`src/logic/abac_pkg.sv`:
```
// package of constants and types for the address block access control block
package abac_pkg;

    // ********************
    // window register field positions
    // ********************
    localparam int BASE_HI  = 31;
    localparam int BASE_LO  = 24;
    localparam int MASK_HI  = 23;
    localparam int MASK_LO  = 16;
    localparam int EN_BIT   = 15;
    localparam int PRIV_HI  = 14;
    localparam int PRIV_LO  = 13;
    localparam int UA_HI    = 9;
    localparam int UA_LO    = 8;
    localparam int CP_HI    = 6;
    localparam int CP_LO    = 5;
    localparam int WP_BIT   = 2;

    // writable bits; all others read as zero
    localparam logic [31:0] WIN_WMASK  = 32'hFFFF_E364;
    localparam logic [31:0] WIN_RESET  = 32'h0000_0000;
    localparam logic [31:0] EN_CLR     = 32'hFFFF_7FFF;

    // ********************
    // register selects for the control register move port
    // ********************
    localparam logic [1:0] SEL_IWIN0 = 2'h0;
    localparam logic [1:0] SEL_IWIN1 = 2'h1;
    localparam logic [1:0] SEL_DWIN0 = 2'h2;
    localparam logic [1:0] SEL_DWIN1 = 2'h3;

    // ********************
    // privilege field and cache policy codes
    // ********************
    localparam logic [1:0] PRIV_USER  = 2'h0;
    localparam logic [1:0] PRIV_SUPER = 2'h1;
    localparam logic [1:0] CP_WTHRU   = 2'h0;
    localparam logic [1:0] CP_COPYB   = 2'h1;
    localparam logic [1:0] CP_NC_SER  = 2'h2;
    localparam logic [1:0] CP_NC      = 2'h3;

    // default policy when no window matches
    localparam logic [1:0] CP_DEFAULT = 2'h0;

    // fixed page size for push/invalidate by page, in bytes
    localparam int          PAGE_BYTES = 4096;
    localparam int          PAGE_SHIFT = $clog2(PAGE_BYTES);

endpackage

```
`src/logic/abac_chk_if.sv`:
```
// interface carrying one access and its verdict between top and checking unit
`timescale 1ns/100ps
interface abac_chk_if;
    logic [31:0] win0;
    logic [31:0] win1;
    logic        req;
    logic [7:0]  addr_hi;
    logic        priv_bit;
    logic        wr;
    logic        hit;
    logic [1:0]  policy;
    logic [1:0]  uattr;
    logic        fault;

    modport owner (
        output win0, win1, req, addr_hi, priv_bit, wr,
        input  hit, policy, uattr, fault
    );
    modport unit (
        input  win0, win1, req, addr_hi, priv_bit, wr,
        output hit, policy, uattr, fault
    );
endinterface

```
`src/logic/abac_top.sv`:
```
// address block access control: fetch and operand checking units with windows
//
// Summary of operation
// - separate fetch and operand checking units
// - two 32-bit windows per unit
// - windows moved only in supervisor mode
// - base compared with top eight address bits
// - set mask bits exclude base bits
// - window ignored unless enable bit set
// - privilege field qualifies match on function bit
// - match needs privilege and unmasked bits equal
// - echo operand user attributes on page attribute outputs for external transfers not aborted by write protect
// - cache policy field selects access handling
// - write protect aborts writes, raises error
// - window zero wins when both match
// - no match passes address unchanged
// - page granularity fixed at four kilobytes
// - reset clears every window enable bit
`timescale 1ns/100ps
module abac_top (
    // clock and reset
    input  wire logic        ref_clk_i,
    input  wire logic        rst_i,
    // control register move port
    input  wire logic        crm_wr_i,
    input  wire logic        crm_rd_i,
    input  wire logic        crm_super_i,
    input  wire logic [1:0]  crm_sel_i,
    input  wire logic [31:0] crm_wdata_i,
    output logic      [31:0] crm_rdata_o,
    output logic             crm_priv_err_o,
    // instruction fetch access
    input  wire logic        if_req_i,
    input  wire logic [31:0] if_addr_i,
    input  wire logic        if_priv_function_bit_i,
    // data operand access
    input  wire logic        op_req_i,
    input  wire logic [31:0] op_addr_i,
    input  wire logic        op_priv_function_bit_i,
    input  wire logic        op_wr_i,
    input  wire logic        op_ext_i,
    // fetch results
    output logic             if_valid_o,
    output logic      [31:0] if_addr_o,
    output logic             if_hit_o,
    output logic      [1:0]  if_cache_policy_o,
    // operand results
    output logic             op_valid_o,
    output logic      [31:0] op_addr_o,
    output logic             op_hit_o,
    output logic      [1:0]  op_cache_policy_o,
    output logic             op_access_error_o,
    // page push and invalidate by page
    input  wire logic [31:0] pg_addr_i,
    output logic      [31:0] pg_base_o,
    // user page attribute pins
    output logic             page_attribute_out_high_o,
    output logic             page_attribute_out_low_o
);

    // ********************
    // state
    // ********************
    typedef struct packed {
        logic [31:0] iwin0;
        logic [31:0] iwin1;
        logic [31:0] dwin0;
        logic [31:0] dwin1;
        logic [31:0] rdata;
        logic        priv_err;
        logic        i_valid;
        logic [31:0] i_addr;
        logic        i_hit;
        logic [1:0]  i_pol;
        logic        d_valid;
        logic [31:0] d_addr;
        logic        d_hit;
        logic [1:0]  d_pol;
        logic        d_err;
        logic [31:0] pg_base;
        logic [1:0]  upa;
    } abac_state_t;

    abac_state_t st_reg;
    abac_state_t st_next;

    // ********************
    // checking units
    // ********************
    abac_chk_if fchk ();
    abac_chk_if ochk ();

    abac_check_unit u_fetch_checking_unit (
        .chk (fchk.unit)
    );
    abac_check_unit u_operand_checking_unit (
        .chk (ochk.unit)
    );

    // fetches never write, so write protect cannot fault them
    assign fchk.win0     = st_reg.iwin0;
    assign fchk.win1     = st_reg.iwin1;
    assign fchk.req      = if_req_i;
    assign fchk.addr_hi  = if_addr_i[31:24];
    assign fchk.priv_bit = if_priv_function_bit_i;
    assign fchk.wr       = 1'b0;
    assign ochk.win0     = st_reg.dwin0;
    assign ochk.win1     = st_reg.dwin1;
    assign ochk.req      = op_req_i;
    assign ochk.addr_hi  = op_addr_i[31:24];
    assign ochk.priv_bit = op_priv_function_bit_i;
    assign ochk.wr       = op_wr_i;

    function automatic logic [31:0] win_write(input logic [31:0] d);
        return d & abac_pkg::WIN_WMASK;
    endfunction

    // ********************
    // next state
    // ********************
    always_comb begin
        st_next          = st_reg;
        st_next.priv_err = 1'b0;
        // user-mode moves are refused and flagged
        if ((crm_wr_i || crm_rd_i) && !crm_super_i) begin
            st_next.priv_err = 1'b1;
        end
        if (crm_wr_i && crm_super_i) begin
            case (crm_sel_i)
                abac_pkg::SEL_IWIN0: st_next.iwin0 = win_write(crm_wdata_i);
                abac_pkg::SEL_IWIN1: st_next.iwin1 = win_write(crm_wdata_i);
                abac_pkg::SEL_DWIN0: st_next.dwin0 = win_write(crm_wdata_i);
                abac_pkg::SEL_DWIN1: st_next.dwin1 = win_write(crm_wdata_i);
                default: st_next.iwin0 = st_reg.iwin0;
            endcase
        end
        if (crm_rd_i && crm_super_i) begin
            case (crm_sel_i)
                abac_pkg::SEL_IWIN0: st_next.rdata = st_reg.iwin0;
                abac_pkg::SEL_IWIN1: st_next.rdata = st_reg.iwin1;
                abac_pkg::SEL_DWIN0: st_next.rdata = st_reg.dwin0;
                abac_pkg::SEL_DWIN1: st_next.rdata = st_reg.dwin1;
                default: st_next.rdata = 32'h0000_0000;
            endcase
        end
        // addresses pass untranslated, one cycle later
        st_next.i_valid = if_req_i;
        st_next.i_addr  = if_addr_i;
        st_next.i_hit   = fchk.hit;
        st_next.i_pol   = fchk.policy;
        st_next.d_valid = op_req_i;
        st_next.d_addr  = op_addr_i;
        st_next.d_hit   = ochk.hit;
        st_next.d_pol   = ochk.policy;
        st_next.d_err   = ochk.fault;
        // attribute pins follow the latest external operand transfer that write protect does not abort
        if (op_req_i && op_ext_i && !ochk.fault) begin
            st_next.upa = ochk.uattr;
        end else if (op_req_i && op_ext_i) begin
            st_next.upa = st_reg.upa;
        end
        st_next.pg_base = {pg_addr_i[31:abac_pkg::PAGE_SHIFT],
                           {abac_pkg::PAGE_SHIFT{1'b0}}};
    end

    always_ff @(posedge ref_clk_i) begin
        if (rst_i) begin
            st_reg         <= '0;
            // window enables cleared, access control off
            st_reg.iwin0   <= abac_pkg::WIN_RESET;
            st_reg.iwin1   <= abac_pkg::WIN_RESET;
            st_reg.dwin0   <= abac_pkg::WIN_RESET;
            st_reg.dwin1   <= abac_pkg::WIN_RESET;
        end else begin
            st_reg <= st_next;
        end
    end

    // ********************
    // outputs
    // ********************
    assign crm_rdata_o               = st_reg.rdata;
    assign crm_priv_err_o            = st_reg.priv_err;
    assign if_valid_o                = st_reg.i_valid;
    assign if_addr_o                 = st_reg.i_addr;
    assign if_hit_o                  = st_reg.i_hit;
    assign if_cache_policy_o         = st_reg.i_pol;
    assign op_valid_o                = st_reg.d_valid;
    assign op_addr_o                 = st_reg.d_addr;
    assign op_hit_o                  = st_reg.d_hit;
    assign op_cache_policy_o         = st_reg.d_pol;
    assign op_access_error_o         = st_reg.d_err;
    assign pg_base_o                 = st_reg.pg_base;
    assign page_attribute_out_high_o = st_reg.upa[1];
    assign page_attribute_out_low_o  = st_reg.upa[0];

    // ********************
    // assertions
    // ********************
    user_move_blocked_a: assert property (@(posedge ref_clk_i) disable iff (rst_i)
        crm_wr_i && !crm_super_i |=> $stable(st_reg.iwin0) && $stable(st_reg.dwin1))
        else $error("user mode changed a window");

    reset_clears_en_a: assert property (@(posedge ref_clk_i)
        rst_i |=> !st_reg.iwin0[15] && !st_reg.iwin1[15] && !st_reg.dwin0[15] && !st_reg.dwin1[15])
        else $error("window enable survived reset");

    reserved_zero_a: assert property (@(posedge ref_clk_i) disable iff (rst_i)
        (st_reg.dwin0 & ~abac_pkg::WIN_WMASK) == 32'h0000_0000)
        else $error("reserved window bits set");

    addr_passthru_a: assert property (@(posedge ref_clk_i) disable iff (rst_i)
        op_req_i |=> op_valid_o && op_addr_o == $past(op_addr_i))
        else $error("operand address altered");

    disabled_nohit_a: assert property (@(posedge ref_clk_i) disable iff (rst_i)
        op_req_i && !st_reg.dwin0[15] && !st_reg.dwin1[15] |=> !op_hit_o)
        else $error("hit with both windows disabled");

    wp_error_a: assert property (@(posedge ref_clk_i) disable iff (rst_i)
        op_access_error_o |-> $past(op_wr_i) && $past(ochk.hit))
        else $error("access error without protected write");

    read_no_error_a: assert property (@(posedge ref_clk_i) disable iff (rst_i)
        op_req_i && !op_wr_i |=> !op_access_error_o)
        else $error("read raised access error");

    win0_priority_a: assert property (@(posedge ref_clk_i) disable iff (rst_i)
        op_req_i && st_reg.dwin0[15] && st_reg.dwin0[14:13] == 2'h2
        && st_reg.dwin0[23:16] == 8'hFF
        |=> op_cache_policy_o == $past(st_reg.dwin0[6:5]))
        else $error("window zero lost priority");

    page_fixed_a: assert property (@(posedge ref_clk_i) disable iff (rst_i)
        1'b1 |=> pg_base_o[11:0] == 12'h000 && pg_base_o[31:12] == $past(pg_addr_i[31:12]))
        else $error("page base not four kilobyte aligned");

    // ********************
    // field views used by the checks
    // ********************
    logic       crm_user;
    logic       d0_en;
    logic       d1_en;
    logic       d0_any;
    logic [1:0] d0_priv;
    logic [7:0] d0_mask;
    logic [7:0] d0_diff;
    logic [7:0] d1_diff;
    logic       i_none;

    assign crm_user = (crm_wr_i || crm_rd_i) && !crm_super_i;
    assign d0_en    = st_reg.dwin0[abac_pkg::EN_BIT];
    assign d1_en    = st_reg.dwin1[abac_pkg::EN_BIT];
    assign d0_any   = st_reg.dwin0[abac_pkg::PRIV_HI];
    assign d0_priv  = st_reg.dwin0[abac_pkg::PRIV_HI:abac_pkg::PRIV_LO];
    assign d0_mask  = st_reg.dwin0[abac_pkg::MASK_HI:abac_pkg::MASK_LO];
    assign d0_diff  = (st_reg.dwin0[abac_pkg::BASE_HI:abac_pkg::BASE_LO] ^ op_addr_i[31:24])
                      & ~d0_mask;
    assign d1_diff  = (st_reg.dwin1[abac_pkg::BASE_HI:abac_pkg::BASE_LO] ^ op_addr_i[31:24])
                      & ~st_reg.dwin1[abac_pkg::MASK_HI:abac_pkg::MASK_LO];
    assign i_none   = !st_reg.iwin0[abac_pkg::EN_BIT] && !st_reg.iwin1[abac_pkg::EN_BIT];

    fetch_no_fault_a: assert property (@(posedge ref_clk_i) disable iff (rst_i)
        !fchk.fault)
        else $error("fetch raised access error");

    user_move_rest_a: assert property (@(posedge ref_clk_i) disable iff (rst_i)
        crm_wr_i && !crm_super_i |=> $stable(st_reg.iwin1) && $stable(st_reg.dwin0))
        else $error("user mode changed another window");

    user_read_blocked_a: assert property (@(posedge ref_clk_i) disable iff (rst_i)
        crm_rd_i && !crm_super_i |=> $stable(crm_rdata_o))
        else $error("user mode read a window");

    priv_err_set_a: assert property (@(posedge ref_clk_i) disable iff (rst_i)
        crm_user |=> crm_priv_err_o)
        else $error("user move not flagged");

    priv_err_quiet_a: assert property (@(posedge ref_clk_i) disable iff (rst_i)
        !crm_user |=> !crm_priv_err_o)
        else $error("privilege error without user move");

    super_write_a: assert property (@(posedge ref_clk_i) disable iff (rst_i)
        crm_wr_i && crm_super_i && crm_sel_i == abac_pkg::SEL_DWIN1
        |=> st_reg.dwin1 == ($past(crm_wdata_i) & abac_pkg::WIN_WMASK))
        else $error("supervisor write did not land");

    super_read_a: assert property (@(posedge ref_clk_i) disable iff (rst_i)
        crm_rd_i && crm_super_i && crm_sel_i == abac_pkg::SEL_IWIN1
        |=> crm_rdata_o == $past(st_reg.iwin1))
        else $error("supervisor read returned a wrong word");

    reserved_rest_a: assert property (@(posedge ref_clk_i) disable iff (rst_i)
        ((st_reg.iwin0 | st_reg.iwin1 | st_reg.dwin1) & ~abac_pkg::WIN_WMASK) == 32'h0000_0000)
        else $error("reserved bits set in another window");

    fetch_passthru_a: assert property (@(posedge ref_clk_i) disable iff (rst_i)
        if_req_i |=> if_valid_o && if_addr_o == $past(if_addr_i))
        else $error("fetch address altered");

    op_idle_a: assert property (@(posedge ref_clk_i) disable iff (rst_i)
        !op_req_i |=> !op_valid_o && !op_hit_o && !op_access_error_o)
        else $error("operand result without request");

    fetch_idle_a: assert property (@(posedge ref_clk_i) disable iff (rst_i)
        !if_req_i |=> !if_valid_o && !if_hit_o)
        else $error("fetch result without request");

    op_miss_policy_a: assert property (@(posedge ref_clk_i) disable iff (rst_i)
        !op_hit_o |-> op_cache_policy_o == abac_pkg::CP_DEFAULT)
        else $error("operand miss with non-default policy");

    fetch_disabled_a: assert property (@(posedge ref_clk_i) disable iff (rst_i)
        if_req_i && i_none |=> !if_hit_o)
        else $error("fetch hit with both windows disabled");

    user_window_a: assert property (@(posedge ref_clk_i) disable iff (rst_i)
        op_req_i && op_priv_function_bit_i && !d1_en && d0_priv == abac_pkg::PRIV_USER
        |=> !op_hit_o)
        else $error("user window matched supervisor access");

    super_window_a: assert property (@(posedge ref_clk_i) disable iff (rst_i)
        op_req_i && !op_priv_function_bit_i && !d1_en && d0_priv == abac_pkg::PRIV_SUPER
        |=> !op_hit_o)
        else $error("supervisor window matched user access");

    full_match_a: assert property (@(posedge ref_clk_i) disable iff (rst_i)
        op_req_i && d0_en && d0_any && d0_diff == 8'h00 |=> op_hit_o)
        else $error("matching access missed");

    mask_all_a: assert property (@(posedge ref_clk_i) disable iff (rst_i)
        op_req_i && d0_en && d0_any && d0_mask == 8'hFF |=> op_hit_o)
        else $error("fully masked window missed");

    base_miss_a: assert property (@(posedge ref_clk_i) disable iff (rst_i)
        op_req_i && d0_diff != 8'h00 && d1_diff != 8'h00 |=> !op_hit_o)
        else $error("base mismatch still hit");

    wp_write_a: assert property (@(posedge ref_clk_i) disable iff (rst_i)
        op_req_i && op_wr_i && d0_en && d0_any && st_reg.dwin0[abac_pkg::WP_BIT]
        && d0_mask == 8'hFF |=> op_access_error_o)
        else $error("protected write not aborted");

    upa_fault_hold_a: assert property (@(posedge ref_clk_i) disable iff (rst_i)
        op_req_i && op_ext_i && ochk.fault |=> $stable(st_reg.upa))
        else $error("aborted transfer changed attribute pins");

    upa_echo_a: assert property (@(posedge ref_clk_i) disable iff (rst_i)
        op_req_i && op_ext_i && !ochk.fault
        |=> {page_attribute_out_high_o, page_attribute_out_low_o} == $past(ochk.uattr))
        else $error("attribute pins do not echo the window");

    miss_quiet_a: assert property (@(posedge ref_clk_i) disable iff (rst_i)
        (ochk.hit || ochk.uattr == 2'h0) && (fchk.hit || fchk.uattr == 2'h0))
        else $error("miss carried user attributes");

    reset_outputs_a: assert property (@(posedge ref_clk_i)
        rst_i |=> !op_valid_o && !if_valid_o && !crm_priv_err_o && !op_access_error_o)
        else $error("outputs active after reset");

endmodule

```
`src/logic/abac_check_unit.sv`:
```
// one access checking unit: two windows, priority to window zero
`timescale 1ns/100ps
module abac_check_unit (
    abac_chk_if.unit chk
);

    function automatic logic win_match(
        input logic [31:0] w,
        input logic [7:0]  a,
        input logic        p
    );
        logic priv_ok;
        logic addr_ok;
        priv_ok = 1'b1;
        if (w[abac_pkg::PRIV_HI:abac_pkg::PRIV_LO] == abac_pkg::PRIV_USER)
            priv_ok = !p;
        else if (w[abac_pkg::PRIV_HI:abac_pkg::PRIV_LO] == abac_pkg::PRIV_SUPER)
            priv_ok = p;
        addr_ok = ((w[abac_pkg::BASE_HI:abac_pkg::BASE_LO] ^ a)
                   & ~w[abac_pkg::MASK_HI:abac_pkg::MASK_LO]) == 8'h00;
        return w[abac_pkg::EN_BIT] && priv_ok && addr_ok;
    endfunction

    logic        m0;
    logic        m1;
    logic [31:0] sel;

    always_comb begin
        m0  = win_match(chk.win0, chk.addr_hi, chk.priv_bit);
        m1  = win_match(chk.win1, chk.addr_hi, chk.priv_bit);
        sel = m0 ? chk.win0 : chk.win1;
        chk.hit    = chk.req && (m0 || m1);
        // no match passes through with default policy
        chk.policy = chk.hit ? sel[abac_pkg::CP_HI:abac_pkg::CP_LO] : abac_pkg::CP_DEFAULT;
        chk.uattr  = chk.hit ? sel[abac_pkg::UA_HI:abac_pkg::UA_LO] : 2'h0;
        chk.fault  = chk.hit && chk.wr && sel[abac_pkg::WP_BIT];
    end

endmodule

```
`config.mk`:
```
export PLATFORM = sky130hd
export DESIGN_NAME = abac_top
export DESIGN_NICKNAME = d
export VERILOG_FILES = /design/src/logic/abac_pkg.sv /design/src/logic/abac_chk_if.sv /design/src/logic/abac_top.sv /design/src/logic/abac_check_unit.sv
export SDC_FILE = /design/constraint.sdc
export NUM_CORES = 1
export LEC_CHECK = 0
export BUFFER_PORTS_ARGS = -buffer_cell sky130_fd_sc_hd__buf_2
export CAP_MARGIN = 10
export CORE_UTILIZATION = 45
export DETAILED_ROUTE_END_ITERATION = 12
export GPL_TIMING_DRIVEN = 0
export PLACE_DENSITY = 0.73
export SLEW_MARGIN = 0
export SYNTH_ARGS = -nofsm -noshare
export SYNTH_HDL_FRONTEND = slang
export SYNTH_HIERARCHICAL = 1
export SYNTH_SLANG_ARGS = --single-unit
```
`constraint.sdc`:
```
create_clock -name ref_clk_i -period 1.9 [get_ports ref_clk_i]
set_input_delay 0.38 -clock ref_clk_i [delete_from_list [all_inputs] [get_ports ref_clk_i]]
set_output_delay 0.38 -clock ref_clk_i [all_outputs]
set_load 0.01 [all_outputs]
```
# Word-level counts from Yosys, hierarchy flattened
# Index checks and enable logic that the tools add are counted.
# op_classes
n_eq_ne	7
n_mux	13
n_bitwise	14
reduce_logical	39
# op_table
op	count
$pmux W32 S4	1
$and A8 B8 Y8	4
$logic_not A8 Y1	4
$not A8 Y8	4
$xor A8 B8 Y8	4
$logic_and A1 B1 Y1	17
$eq A2 B1 Y1 const B	5
$logic_not A2 Y1	5
$mux W10	1
$mux W1	9
$reduce_and A2 Y1	4
$mux W7	1
$eq A2 B2 Y1 const B	2
$logic_not A1 Y1	4
$reduce_or A2 Y1	2
$logic_or A1 B1 Y1	3
$mux W2	1
$not A1 Y1	2
# totals
regBits	236
inputBits	141
out_inout_bits	140
word_cells	91

# Depth between registers and ports, before layout
# Gate-level depths: netlist of the first run.
# logic_depth
ltp_word	11
depth_mapped	8
ltp_nobuf	8

# By module
# The synthesis of the first run kept the hierarchy.
# modules_own_cells
module	n_inst	cells_per_inst	area_each_um2	seq_area_each_um2
abac_top	1	812	7617.3	4324.1
abac_check_unit	2	51	381.6	0.0

# Worst setup path before layout of the first run
# OpenSTA, ideal clock, no wires.
# synth_path
path_kind	input-to-reg
from	input op_addr_i[26]
to	register st_reg (netlist bit page_attribute_out_high_o)
setup_time_ps	128
arrival_ps	1551
required_ps	1772
slack_ps	222
path_stages	8
n_path_buf	0
path_cell_list	xnor2_1 -> o22ai_1 -> nor2_1 -> o2111ai_4 -> mux2i_1 -> nand3b_1 -> mux2i_1 -> nor2_1
# synth_via
elab_chain_len	10
elab_cells_between_ends	16
# synth_lines
element	line	text
start: declaration	abac_top.sv:38	input wire logic [31:0] op_addr_i,
$xor A8 B8 Y8	abac_check_unit.sv:19	addr_ok = ((w[abac_pkg::BASE_HI:abac_pkg::BASE_LO] ^ a)
$and A8 B8 Y8 (on tied branches)	--	
$logic_not A8 Y1	abac_check_unit.sv:19	
$logic_and A1 B1 Y1	abac_check_unit.sv:21	return w[abac_pkg::EN_BIT] && priv_ok && addr_ok;
$logic_or A1 B1 Y1	abac_check_unit.sv:32	chk.hit = chk.req && (m0 || m1);
$logic_and A1 B1 Y1	abac_check_unit.sv:32	
$logic_and A1 B1 Y1	abac_check_unit.sv:36	chk.fault = chk.hit && chk.wr && sel[abac_pkg::WP_BIT];
$logic_and A1 B1 Y1 *	abac_check_unit.sv:36	
named net ochk.fault	abac_chk_if.sv:13	logic fault;
$logic_not A1 Y1 *	abac_top.sv:157	if (op_req_i && op_ext_i && !ochk.fault) begin
$logic_and A1 B1 Y1 *	abac_top.sv:157	
end signal: assignment	abac_top.sv:175	st_reg <= st_next;
end: declaration	abac_top.sv:84	abac_state_t st_reg;
# The timed path passes the listed nets; every way through them passes the cells marked *.
# A chain may end at the register's enable or synchronous reset.

# Worst setup path after layout of the first run
# layout_path
from	register st_reg (netlist bit ochk.win0[29])
to	register st_reg (netlist bit page_attribute_out_low_o)
# layout_via
elab_chain_len	10
elab_cells_between_ends	12
# layout_lines
element	line	text
$xor A8 B8 Y8 *	abac_check_unit.sv:19	
$and A8 B8 Y8 *	abac_check_unit.sv:20	& ~w[abac_pkg::MASK_HI:abac_pkg::MASK_LO]) == 8'h00;
$logic_not A8 Y1 *	abac_check_unit.sv:19	
$logic_and A1 B1 Y1 *	abac_check_unit.sv:21	
$logic_or A1 B1 Y1	abac_check_unit.sv:32	
$logic_and A1 B1 Y1	abac_check_unit.sv:32	
$logic_and A1 B1 Y1	abac_check_unit.sv:36	
$logic_and A1 B1 Y1 *	abac_check_unit.sv:36	
named net ochk.fault	abac_chk_if.sv:13	
$logic_not A1 Y1 *	abac_top.sv:157	
$logic_and A1 B1 Y1 *	abac_top.sv:157	
# Marks and branches as above.

==> flow_metrics.env, run 1 <==
export IMPL_max_freq_mhz=542.6
export IMPL_start_util=0.4613
export IMPL_grt_pass1_vias=6490
export IMPL_worst_path_largest_cell_delay_ns=0.34
export IMPL_ctsHoldBuffers=0
export IMPL_highest_layer="met5"
export IMPL_dp_hpwl_um=17550
export IMPL_r2r_cells=8
export IMPL_worst_hold_path_type="input pin to register"
export IMPL_globalplace_congestion=0.8876
export IMPL_hold_viol_final=0
export IMPL_wl_met3_um=2208
export IMPL_chipWidth_um=137.9
export IMPL_critical_path_peak_fanout=3
export IMPL_portBuffers=240
export IMPL_crit_buf_inv=0
export IMPL_stdcell_area_sq_um=10830
export IMPL_final_layout_size_suffix_gt1_frac=0.3419
export IMPL_firstDrtPassIters=5
export IMPL_path_clk_slew_ns=0.06
export IMPL_required_ns=2.26
export IMPL_cp_start_kind="register"
export IMPL_nets=1333
export IMPL_syn_area_sq_um=8314
export IMPL_clk_latency_ns=0.50
export IMPL_clock_skew_ns=0.007452
export IMPL_ys_warn_count=6
export IMPL_finalCritPeriodShare=0.9700
export IMPL_rsz0062_at_grt="true"
export IMPL_cts_tree="yes"
export IMPL_num_rows=49
export IMPL_syn_avg_cell_area_sq_um=9.197
export IMPL_grtUsageTotal=0.2428
export IMPL_total_power_uw=10500
export IMPL_cts_root_buf="clkbuf_16"
export IMPL_leakagePower_uw=0.004814
export IMPL_grt_max_degree=15
export IMPL_clockBufferDepth=3
export IMPL_run_status="completed"
export IMPL_clock_sinks=216
export IMPL_hp_start="pg_addr_i[23]"
export IMPL_reg2reg_from="ochk.win0[29]"
export IMPL_wl_met2_um=11650
export IMPL_path_cells="xnor2_2, o22ai_1, nor2_2, o2111ai_4, mux2i_1, nand3b_1, mux2i_1, nor2_1"
export IMPL_cp_slowest_cell="dfxtp_2"
export IMPL_hold_depth=2
export IMPL_vdd_drop_max_v=0.0007910
export IMPL_syn_inst=904
export IMPL_vias_per_cell=4.999
export IMPL_io_pins=281
export IMPL_final_antenna_net_count=0
export IMPL_hold_end="pg_base_o[23]"
export IMPL_period_needed_ns=1.843
export IMPL_numCtsBuffers=23
export IMPL_wirelength_um=24250
export IMPL_grt_first_pass_wirelength_um=34980
export IMPL_dp_worst_setup_slack_ns=-0.4143
export IMPL_drtIter0Drc=484
export IMPL_antenna_found_initial=3
export IMPL_fin_worst_hold_slack_ns=0.08599
export IMPL_max_cap_violations=0
export IMPL_placed_area_sq_um=9873
export IMPL_reg2reg_slack_ns=0.06
export IMPL_max_slew_margin_rel=0.4465
export IMPL_worst_slew_pin_slew_ns=0.8303
export IMPL_met1_length_um=9669
export IMPL_drc=0
export IMPL_drv_slew=0
export IMPL_crit_path_frequent_cell="mux2i_1"
export IMPL_die_y_um=137.9
export IMPL_overflow=0
export IMPL_core_sq_um=18020
export IMPL_ctsHtreeMaxLevel=1
export IMPL_crit_family="simple AND/OR/NAND/NOR gates"
export IMPL_setup_slack_ns=0.05694
export IMPL_setup_viol=0
export IMPL_r2r_end="page_attribute_out_low_o"
export IMPL_critPathKind="register to register"
export IMPL_wl_per_cell_um=16.85
export IMPL_end_kind="register"
export IMPL_via_count=7193
export IMPL_arrival_ns=2.20
export IMPL_dieArea_sq_um=19020
export IMPL_area_growth_pct=30.22
export IMPL_power_density_nw_per_um2=969.7
## cell usage in the layout (no fill, tap or decap), types with 7 or more instances in the layout
master / n
buf_4: 31
dfxtp_1: 208
o22ai_1: 15
clkbuf_16: 23
nand4_1: 7
buf_2: 270
mux2_2: 47
dfxtp_2: 7
a22oi_1: 23
a21oi_1: 97
xnor2_1: 29
nand2_1: 246
xnor2_2: 7
mux2i_1: 9
nor2b_1: 93
clkbuf_1: 21
conb_1: 20
## where the power goes
| part | switching [uW] | leakage (uW) | internal, uW |
|---|---|---|---|
| clock network | 1780 | 0.000408 | 3090 |
| logic | 503 | 0.00263 | 388 |
| registers | 60.1 | 0.00177 | 4670 |
| total | 2340 | 0.00481 | 8160 |
## cell type report
class / instances / area, sq um
Buffer: 79 / 465.4
Timing Repair Buffer: 244 / 1231
Clock buffer: 33 / 663.1
Fill cell: 1609 / 7198
Clock inverter: 8 / 165.2
Multi-Input combinational cell: 627 / 3670
Tap cell: 229 / 286.5
Antenna cell: 2 / 5.005
Inverter: 1 / 3.754
Sequential cell: 216 / 4337
## timing repair
action / CTS / global route
endpoints found under the setup margin: 2 / 2
setup buffers: 2 / 2
pin swaps: 2 / 6
gates resized for setup: 5 / 17
cloned: 0 / 0
## flip-flops by register name, summed over array words and instances, names as in the netlist
signal,flops
if_hit_o,1
op_valid_o,1
if_cache_policy_o,2
if_valid_o,1
if_addr_o,32
op_access_error_o,1
op_addr_o,32
op_hit_o,1
page_attribute_out_high_o,1
op_cache_policy_o,2
pg_base_o,20
fchk.win1,24
crm_priv_err_o,1
ochk.win0,24
page_attribute_out_low_o,1
fchk.win0,24
crm_rdata_o,24
ochk.win1,24
## worst max path at each step
| stage | from | end | slack (ns) | depth (start not counted) |
|---|---|---|---|---|
| 6_report | ochk.win0[29] | page_attribute_out_low_o | 0.06 | 8 |
| 5_1_grt | ochk.win0[30] | page_attribute_out_low_o | -0.03 | 8 |
| 4_1_cts | ochk.win0[29] | page_attribute_out_low_o | 0.02 | 8 |
| 3_5_place_dp | op_addr_i[29] | page_attribute_out_low_o | -0.41 | 9 |
| 3_3_place_gp | op_addr_i[29] | page_attribute_out_low_o | -0.34 | 9 |
| 2_1_floorplan | op_addr_i[26] | page_attribute_out_high_o | 0.22 | 8 |
## worst register-to-register path: stages (launching register included)
cell	delay, ns
dfxtp_2	0.34
xnor2_2	0.15
o22ai_1	0.13
nor2_2	0.21
o2111ai_4	0.17
mux2i_1	0.21
nand3b_1	0.20
mux2i_1	0.22
nor2_1	0.06
## per-layer routing
| layer | vias to the layer above | GRT usage |
|---|---|---|
| met4 | 2 | 0.08575 |
| met1 | 3271 | 0.3008 |
| met5 | - | 0 |
| met2 | 352 | 0.4178 |
| li1 | 3519 | - |
| met3 | 49 | 0.04715 |
## metrics by stage
| stage | utilization | std cells | TNS [ns] |
|---|---|---|---|
| after detailed placement | 0.5478 | 1392 | -0.8887 |
| final | 0.6007 | 1439 | 0 |
| after global placement | 0.5478 | 1392 | -0.7068 |
| after floorplan | - | 923 | 0 |
| after global routing | 0.6005 | 1438 | -0.03011 |
| after CTS | 0.5956 | 1435 | 0 |
Power figures use the tool's default switching activity.
==> run 2: changes to the inputs <==
- ABC_AREA: default -> 1
- CORE_UTILIZATION: 45 -> 51
- PLACE_DENSITY: 0.73 -> 0.8
==> flow_metrics.env, run 2 <==
export IMPL_wl_per_cell_um=13.94
export IMPL_clock_sinks=216
export IMPL_period_needed_ns=1.750
export IMPL_fill_cells=1509
export IMPL_ctsHoldBuffers=0
export IMPL_numCtsBuffers=23
export IMPL_core_sq_um=17240
export IMPL_most_common_layout_cells="283 x nor2_1, 252 x buf_2, 215 x dfxtp_1, 198 x inv_1, 182 x nand2_1"
export IMPL_run_status="completed"
export IMPL_worst_slew_pin_slew_ns=0.7207
export IMPL_chipWidth_um=134.5
export IMPL_post_cts_setup_buffers=0
export IMPL_clockBufferDepth=3
export IMPL_dieArea_sq_um=18080
export IMPL_syn_inst=1259
export IMPL_overflow=0
export IMPL_area_growth_pct=25.64
export IMPL_final_antenna_net_count=0
export IMPL_place_inst=1740
export IMPL_max_cap_violations=0
export IMPL_hold_depth=3
export IMPL_clk_latency_ns=0.51
export IMPL_tns_ns=0
export IMPL_required_ns=2.30
export IMPL_vdd_drop_max_v=0.0006091
export IMPL_drtIter0Drc=786
export IMPL_leakagePower_uw=0.005767
export IMPL_die_y_um=134.5
export IMPL_wirelength_um=24820
export IMPL_rsz0062_at_grt="false"
export IMPL_layout_commonest_cell="nor2_1"
export IMPL_path_clk_slew_ns=0.06
export IMPL_syn_area_sq_um=8949
export IMPL_cp_slowest_cell="dfxtp_1"
export IMPL_critical_path_peak_fanout=6
export IMPL_cts_root_buf="clkbuf_16"
export IMPL_final_layout_size_suffix_gt1_frac=0.2270
export IMPL_grt_first_pass_wirelength_um=38050
export IMPL_nets=1681
export IMPL_finalCritPeriodShare=0.9208
export IMPL_grtUsageTotal=0.2670
export IMPL_ys_warn_count=6
export IMPL_cp_start_kind="register"
export IMPL_dp_hpwl_um=18810
export IMPL_firstDrtPassIters=8
export IMPL_start_util=0.5192
export IMPL_worst_hold_path_type="input pin to register"
export IMPL_clock_skew_ns=0.01348
export IMPL_fin_util=0.6523
export IMPL_grt_pass1_vias=7552
export IMPL_drc=0
export IMPL_vias_per_cell=4.842
export IMPL_cts_tree="yes"
export IMPL_path_cells="or2_0, nand2_1, nand2_1, inv_2, nand3_4, nand2_4, nand3_1, nor2_1, inv_1, nand3_1, inv_1, nor2_1, nor2_1"
export IMPL_via_count=8619
export IMPL_max_slew_margin_rel=0.5196
export IMPL_globalplace_congestion=0.9237
export IMPL_portBuffers=237
export IMPL_max_freq_mhz=571.6
export IMPL_end_kind="register"
export IMPL_worst_path_largest_cell_delay_ns=0.34
export IMPL_critPathKind="register to register"
export IMPL_syn_avg_cell_area_sq_um=7.108
export IMPL_grt_max_degree=14
export IMPL_num_rows=48
export IMPL_diodes=0
export IMPL_r2r_cells=13
export IMPL_crit_path_frequent_cell="nor2_1"
export IMPL_antenna_found_initial=0
export IMPL_arrival_ns=2.15
export IMPL_setup_viol=0
export IMPL_post_layout_nonfiller_instances=1780
export IMPL_hold_viol_final=0
export IMPL_power_density_nw_per_um2=920.4
export IMPL_io_pins=281
export IMPL_reg2reg_from="ochk.win0[28]"
export IMPL_ctsHtreeMaxLevel=1
export IMPL_crit_path_start="ochk.win0[28]"
export IMPL_drv_slew=0
export IMPL_hp_start="op_addr_i[16]"
-- run 2: cell type report --
class | instances | area [sq um] | share of cell area
Tap cell | 225 | 281.5 | 0.02504
Timing Repair Buffer | 237 | 1186 | 0.1055
Buffer | 77 | 427.9 | 0.03806
Sequential cell | 216 | 4325 | 0.3847
Clock inverter | 5 | 53.80 | 0.004785
Multi-Input combinational cell | 776 | 3483 | 0.3098
Inverter | 209 | 784.5 | 0.06978
Clock buffer | 35 | 700.7 | 0.06232
-- run 2: critical path: cells and delay by family, from the launching register on --
family        cells  cell delay [ns]
buf+inv           3             0.28
flops             1             0.34
simple gates     10             1.01
-- run 2: final timing paths --
check	to	slack, ns
setup / recovery	page_attribute_out_low_o	0.15
hold / removal	op_addr_o[16]	0.07
setup reg to reg	page_attribute_out_low_o	0.15
hold reg to reg	fchk.win0[9]	0.45
-- run 2: through the flow --
step	total power (uW)	hold slack [ns]	cell area [sq um]	setup WS, ns
2_1_floorplan	5521	0.4297	9020	0.3676
3_3_place_gp	5956	0.4394	10490	0.01932
3_5_place_dp	5988	0.4473	10490	0.001415
4_1_cts	10380	0.06105	11240	0.1597
5_1_grt	10720	0.07075	11240	0.01350
6_report	10350	0.06502	11240	0.1504
-- run 2: timing repair --
item,in CTS,in global routing
setup endpoints to repair,0,1
resized for setup,0,1
endpoints found under the hold margin,0,0
-- run 2: power breakdown --
group	total [uW]	switching [uW]	internal (uW)
sequential	4820	95.9	4720
combinational	1090	680	414
clock	4440	1770	2670
-- run 2: routing by layer --
| metal | routed length [um] | GRT usage |
|---|---|---|
| met5 | 0 | 0 |
| met4 | 740 | 0.1055 |
| met2 | 11790 | 0.4545 |
| met1 | 10300 | 0.3385 |
| met3 | 1985 | 0.04279 |
==> run 3: changes to the inputs <==
- BUFFER_PORTS_ARGS: -buffer_cell sky130_fd_sc_hd__buf_2 -> -buffer_cell sky130_fd_sc_hd__clkbuf_2
- CORE_UTILIZATION: 51 -> 50
- SYNTH_HIERARCHICAL: 1 -> default
==> flow_metrics.env, run 3 <==
export IMPL_wl_per_cell_um=14.78
export IMPL_via_count=7853
export IMPL_area_growth_pct=28.35
export IMPL_clock_sinks=216
export IMPL_stdcell_area_sq_um=10500
export IMPL_synth_seq_cells=216
export IMPL_path_clk_slew_ns=0.06
export IMPL_ys_seq_area_frac=0.5287
export IMPL_final_antenna_net_count=0
export IMPL_globalplace_congestion=0.8772
export IMPL_drc=0
export IMPL_grt_max_degree=15
export IMPL_clock_skew_ns=0.007878
export IMPL_path_cells="inv_1, o21ai_0, nand2_1, nor3_1, nand4_1, o21ai_0, nand2_1, a21oi_1"
export IMPL_drv_slew=0
export IMPL_synth_edff_count=0
export IMPL_post_cts_setup_buffers=0
export IMPL_final_layout_size_suffix_gt1_frac=0.2498
export IMPL_vdd_drop_max_v=0.0007134
export IMPL_grtUsageTotal=0.2707
export IMPL_firstDrtPassIters=8
export IMPL_die_y_um=129.9
export IMPL_worst_hold_path_type="input pin to register"
export IMPL_numCtsBuffers=22
export IMPL_ctsHoldBuffers=0
export IMPL_dieArea_sq_um=16870
export IMPL_run_status="completed"
export IMPL_ys_warn_count=0
export IMPL_period_needed_ns=1.769
export IMPL_synth_most_common_cell="dfxtp_1"
export IMPL_dp_hpwl_um=18180
export IMPL_io_pins=281
export IMPL_cp_slowest_cell="dfxtp_1"
export IMPL_fill_cells=1332
export IMPL_grt_pass1_vias=7110
export IMPL_core_sq_um=15940
export IMPL_finalCritPeriodShare=0.9313
export IMPL_layout_commonest_cell="clkbuf_2"
export IMPL_setup_viol=0
export IMPL_power_density_nw_per_um2=987.9
export IMPL_synth_commonest_cells="216 x dfxtp_1, 202 x nor2_1, 151 x inv_1, 135 x o21ai_0, 125 x a21oi_1"
export IMPL_clk_latency_ns=0.50
export IMPL_end_kind="register"
export IMPL_reg2reg_slack_ns=0.13
export IMPL_worst_slew_pin_slew_ns=0.6389
export IMPL_overflow=0
export IMPL_start_util=0.5130
export IMPL_antenna_found_initial=0
export IMPL_portBuffers=239
export IMPL_synth_top_flop_cell="dfxtp_1"
export IMPL_reg2reg_from="fchk.win0[24]"
export IMPL_hold_depth=3
export IMPL_hold_viol_final=0
export IMPL_num_rows=46
export IMPL_fin_util=0.6585
export IMPL_max_slew_margin_rel=0.5740
export IMPL_critPathKind="register to register"
export IMPL_vias_per_cell=4.992
export IMPL_arrival_ns=2.19
export IMPL_hp_start="if_addr_i[0]"
export IMPL_hold_end="if_addr_o[0]"
export IMPL_syn_avg_cell_area_sq_um=7.723
export IMPL_leakagePower_uw=0.005098
export IMPL_r2r_end="if_cache_policy_o[1]"
export IMPL_max_freq_mhz=565.2
export IMPL_ctsHtreeMaxLevel=1
export IMPL_critical_path_peak_fanout=5
export IMPL_rsz0062_at_grt="false"
export IMPL_clockBufferDepth=3
export IMPL_syn_inst=1059
export IMPL_r2r_cells=8
export IMPL_synth_area_leader_cell="dfxtp_1"
export IMPL_drtIter0Drc=441
export IMPL_cts_resized=1
export IMPL_synth_top_area_frac=0.5287
export IMPL_cts_tree="yes"
export IMPL_worst_path_largest_cell_delay_ns=0.35
export IMPL_nets=1482
export IMPL_cp_start_kind="register"
export IMPL_chipWidth_um=129.9
export IMPL_wirelength_um=23250
export IMPL_syn_area_sq_um=8179
export IMPL_max_cap_violations=0
export IMPL_ys_types=32
export IMPL_most_common_layout_cells="241 x clkbuf_2, 216 x dfxtp_1, 202 x nor2_1, 151 x inv_1, 135 x o21ai_0"
export IMPL_ys_async_sr_fraction=0
export IMPL_placed_area_sq_um=9717
export IMPL_grt_first_pass_wirelength_um=35380
export IMPL_cts_root_buf="clkbuf_16"
export IMPL_diodes=0
export IMPL_synthTopCellsByArea="dfxtp_1 53%, nor2_1 9.3%, o21ai_0 8.3%"
export IMPL_required_ns=2.32
run 3: layout make-up:
cell class	instances	area, sq um	share of cell area
clock inverter	6	82.58	0.007866
sequential	216	4324	0.4119
clock buffer	34	696.9	0.06639
multi-input combinational	628	2960	0.2820
tap	216	270.3	0.02574
buffer	71	355.3	0.03385
timing repair buffer	239	1196	0.1139
inverter	163	611.8	0.05828
run 3: metrics by stage:
step / power (uW) / setup TNS (ns) / hold WS [ns] / std cells / setup slack (ns)
final: 10370 / 0 / 0.06706 / 1573 / 0.1306
after global routing: 10760 / 0 / 0.05551 / 1573 / 0.05253
after CTS: 10420 / 0 / 0.04557 / 1573 / 0.1281
after detailed placement: 5922 / -16.06 / 0.4599 / 1533 / -0.5812
after global placement: 5897 / -15.24 / 0.4531 / 1533 / -0.5796
after floorplan: 5465 / 0 / 0.4369 / 1078 / 0.5036
run 3: kinds of logic after synthesis:
family                    count (synthesis)  share of synthesized area
buffers and inverters                   234                     0.1181
AOI/OAI and AO/OA                       294                     0.1915
and+or+nand+nor                         313                     0.1602
xor gates and xnor gates                  1                   0.001071
other                                     1                  0.0004585
DFF                                     216                     0.5287
run 3: layer usage:
| metal | part of all wire | track usage | wire (um) |
|---|---|---|---|
| met3 | 0.095 | 0.04797 | 2202 |
| met4 | 0.037 | 0.1135 | 856 |
| met1 | 0.40 | 0.3290 | 9243 |
| met5 | 0 | 0 | 0 |
| met2 | 0.47 | 0.4718 | 10950 |
run 3: where the power goes:
| part | internal, uW | switching [uW] | leakage, uW | total (uW) |
|---|---|---|---|---|
| registers | 4730 | 88.3 | 0.00178 | 4820 |
| clock network | 2790 | 1740 | 0.000385 | 4530 |
| logic | 386 | 632 | 0.00294 | 1020 |
| total | 7910 | 2460 | 0.00510 | 10400 |
run 3: how the worst max path moves through the flow:
stage | from | endpoint | slack (ns) | cells past startpoint
detailed placement | rst_i | op_addr_o[31] | -0.58 | 4
finish | fchk.win0[24] | if_cache_policy_o[1] | 0.13 | 8
global route | fchk.win0[24] | if_cache_policy_o[0] | 0.05 | 8
CTS | fchk.win0[24] | if_cache_policy_o[1] | 0.13 | 8
global placement | rst_i | op_addr_o[31] | -0.58 | 4
floorplan | op_addr_i[24] | page_attribute_out_high_o | 0.50 | 12
run 3: critical path: cells and delay by family, from the launching register on:
kind	cells	cell delay (ns)
flip-flops	1	0.35
buffers and inverters	1	0.07
AO/OA/AOI/OAI	3	0.56
AND/OR/NAND/NOR	4	0.70
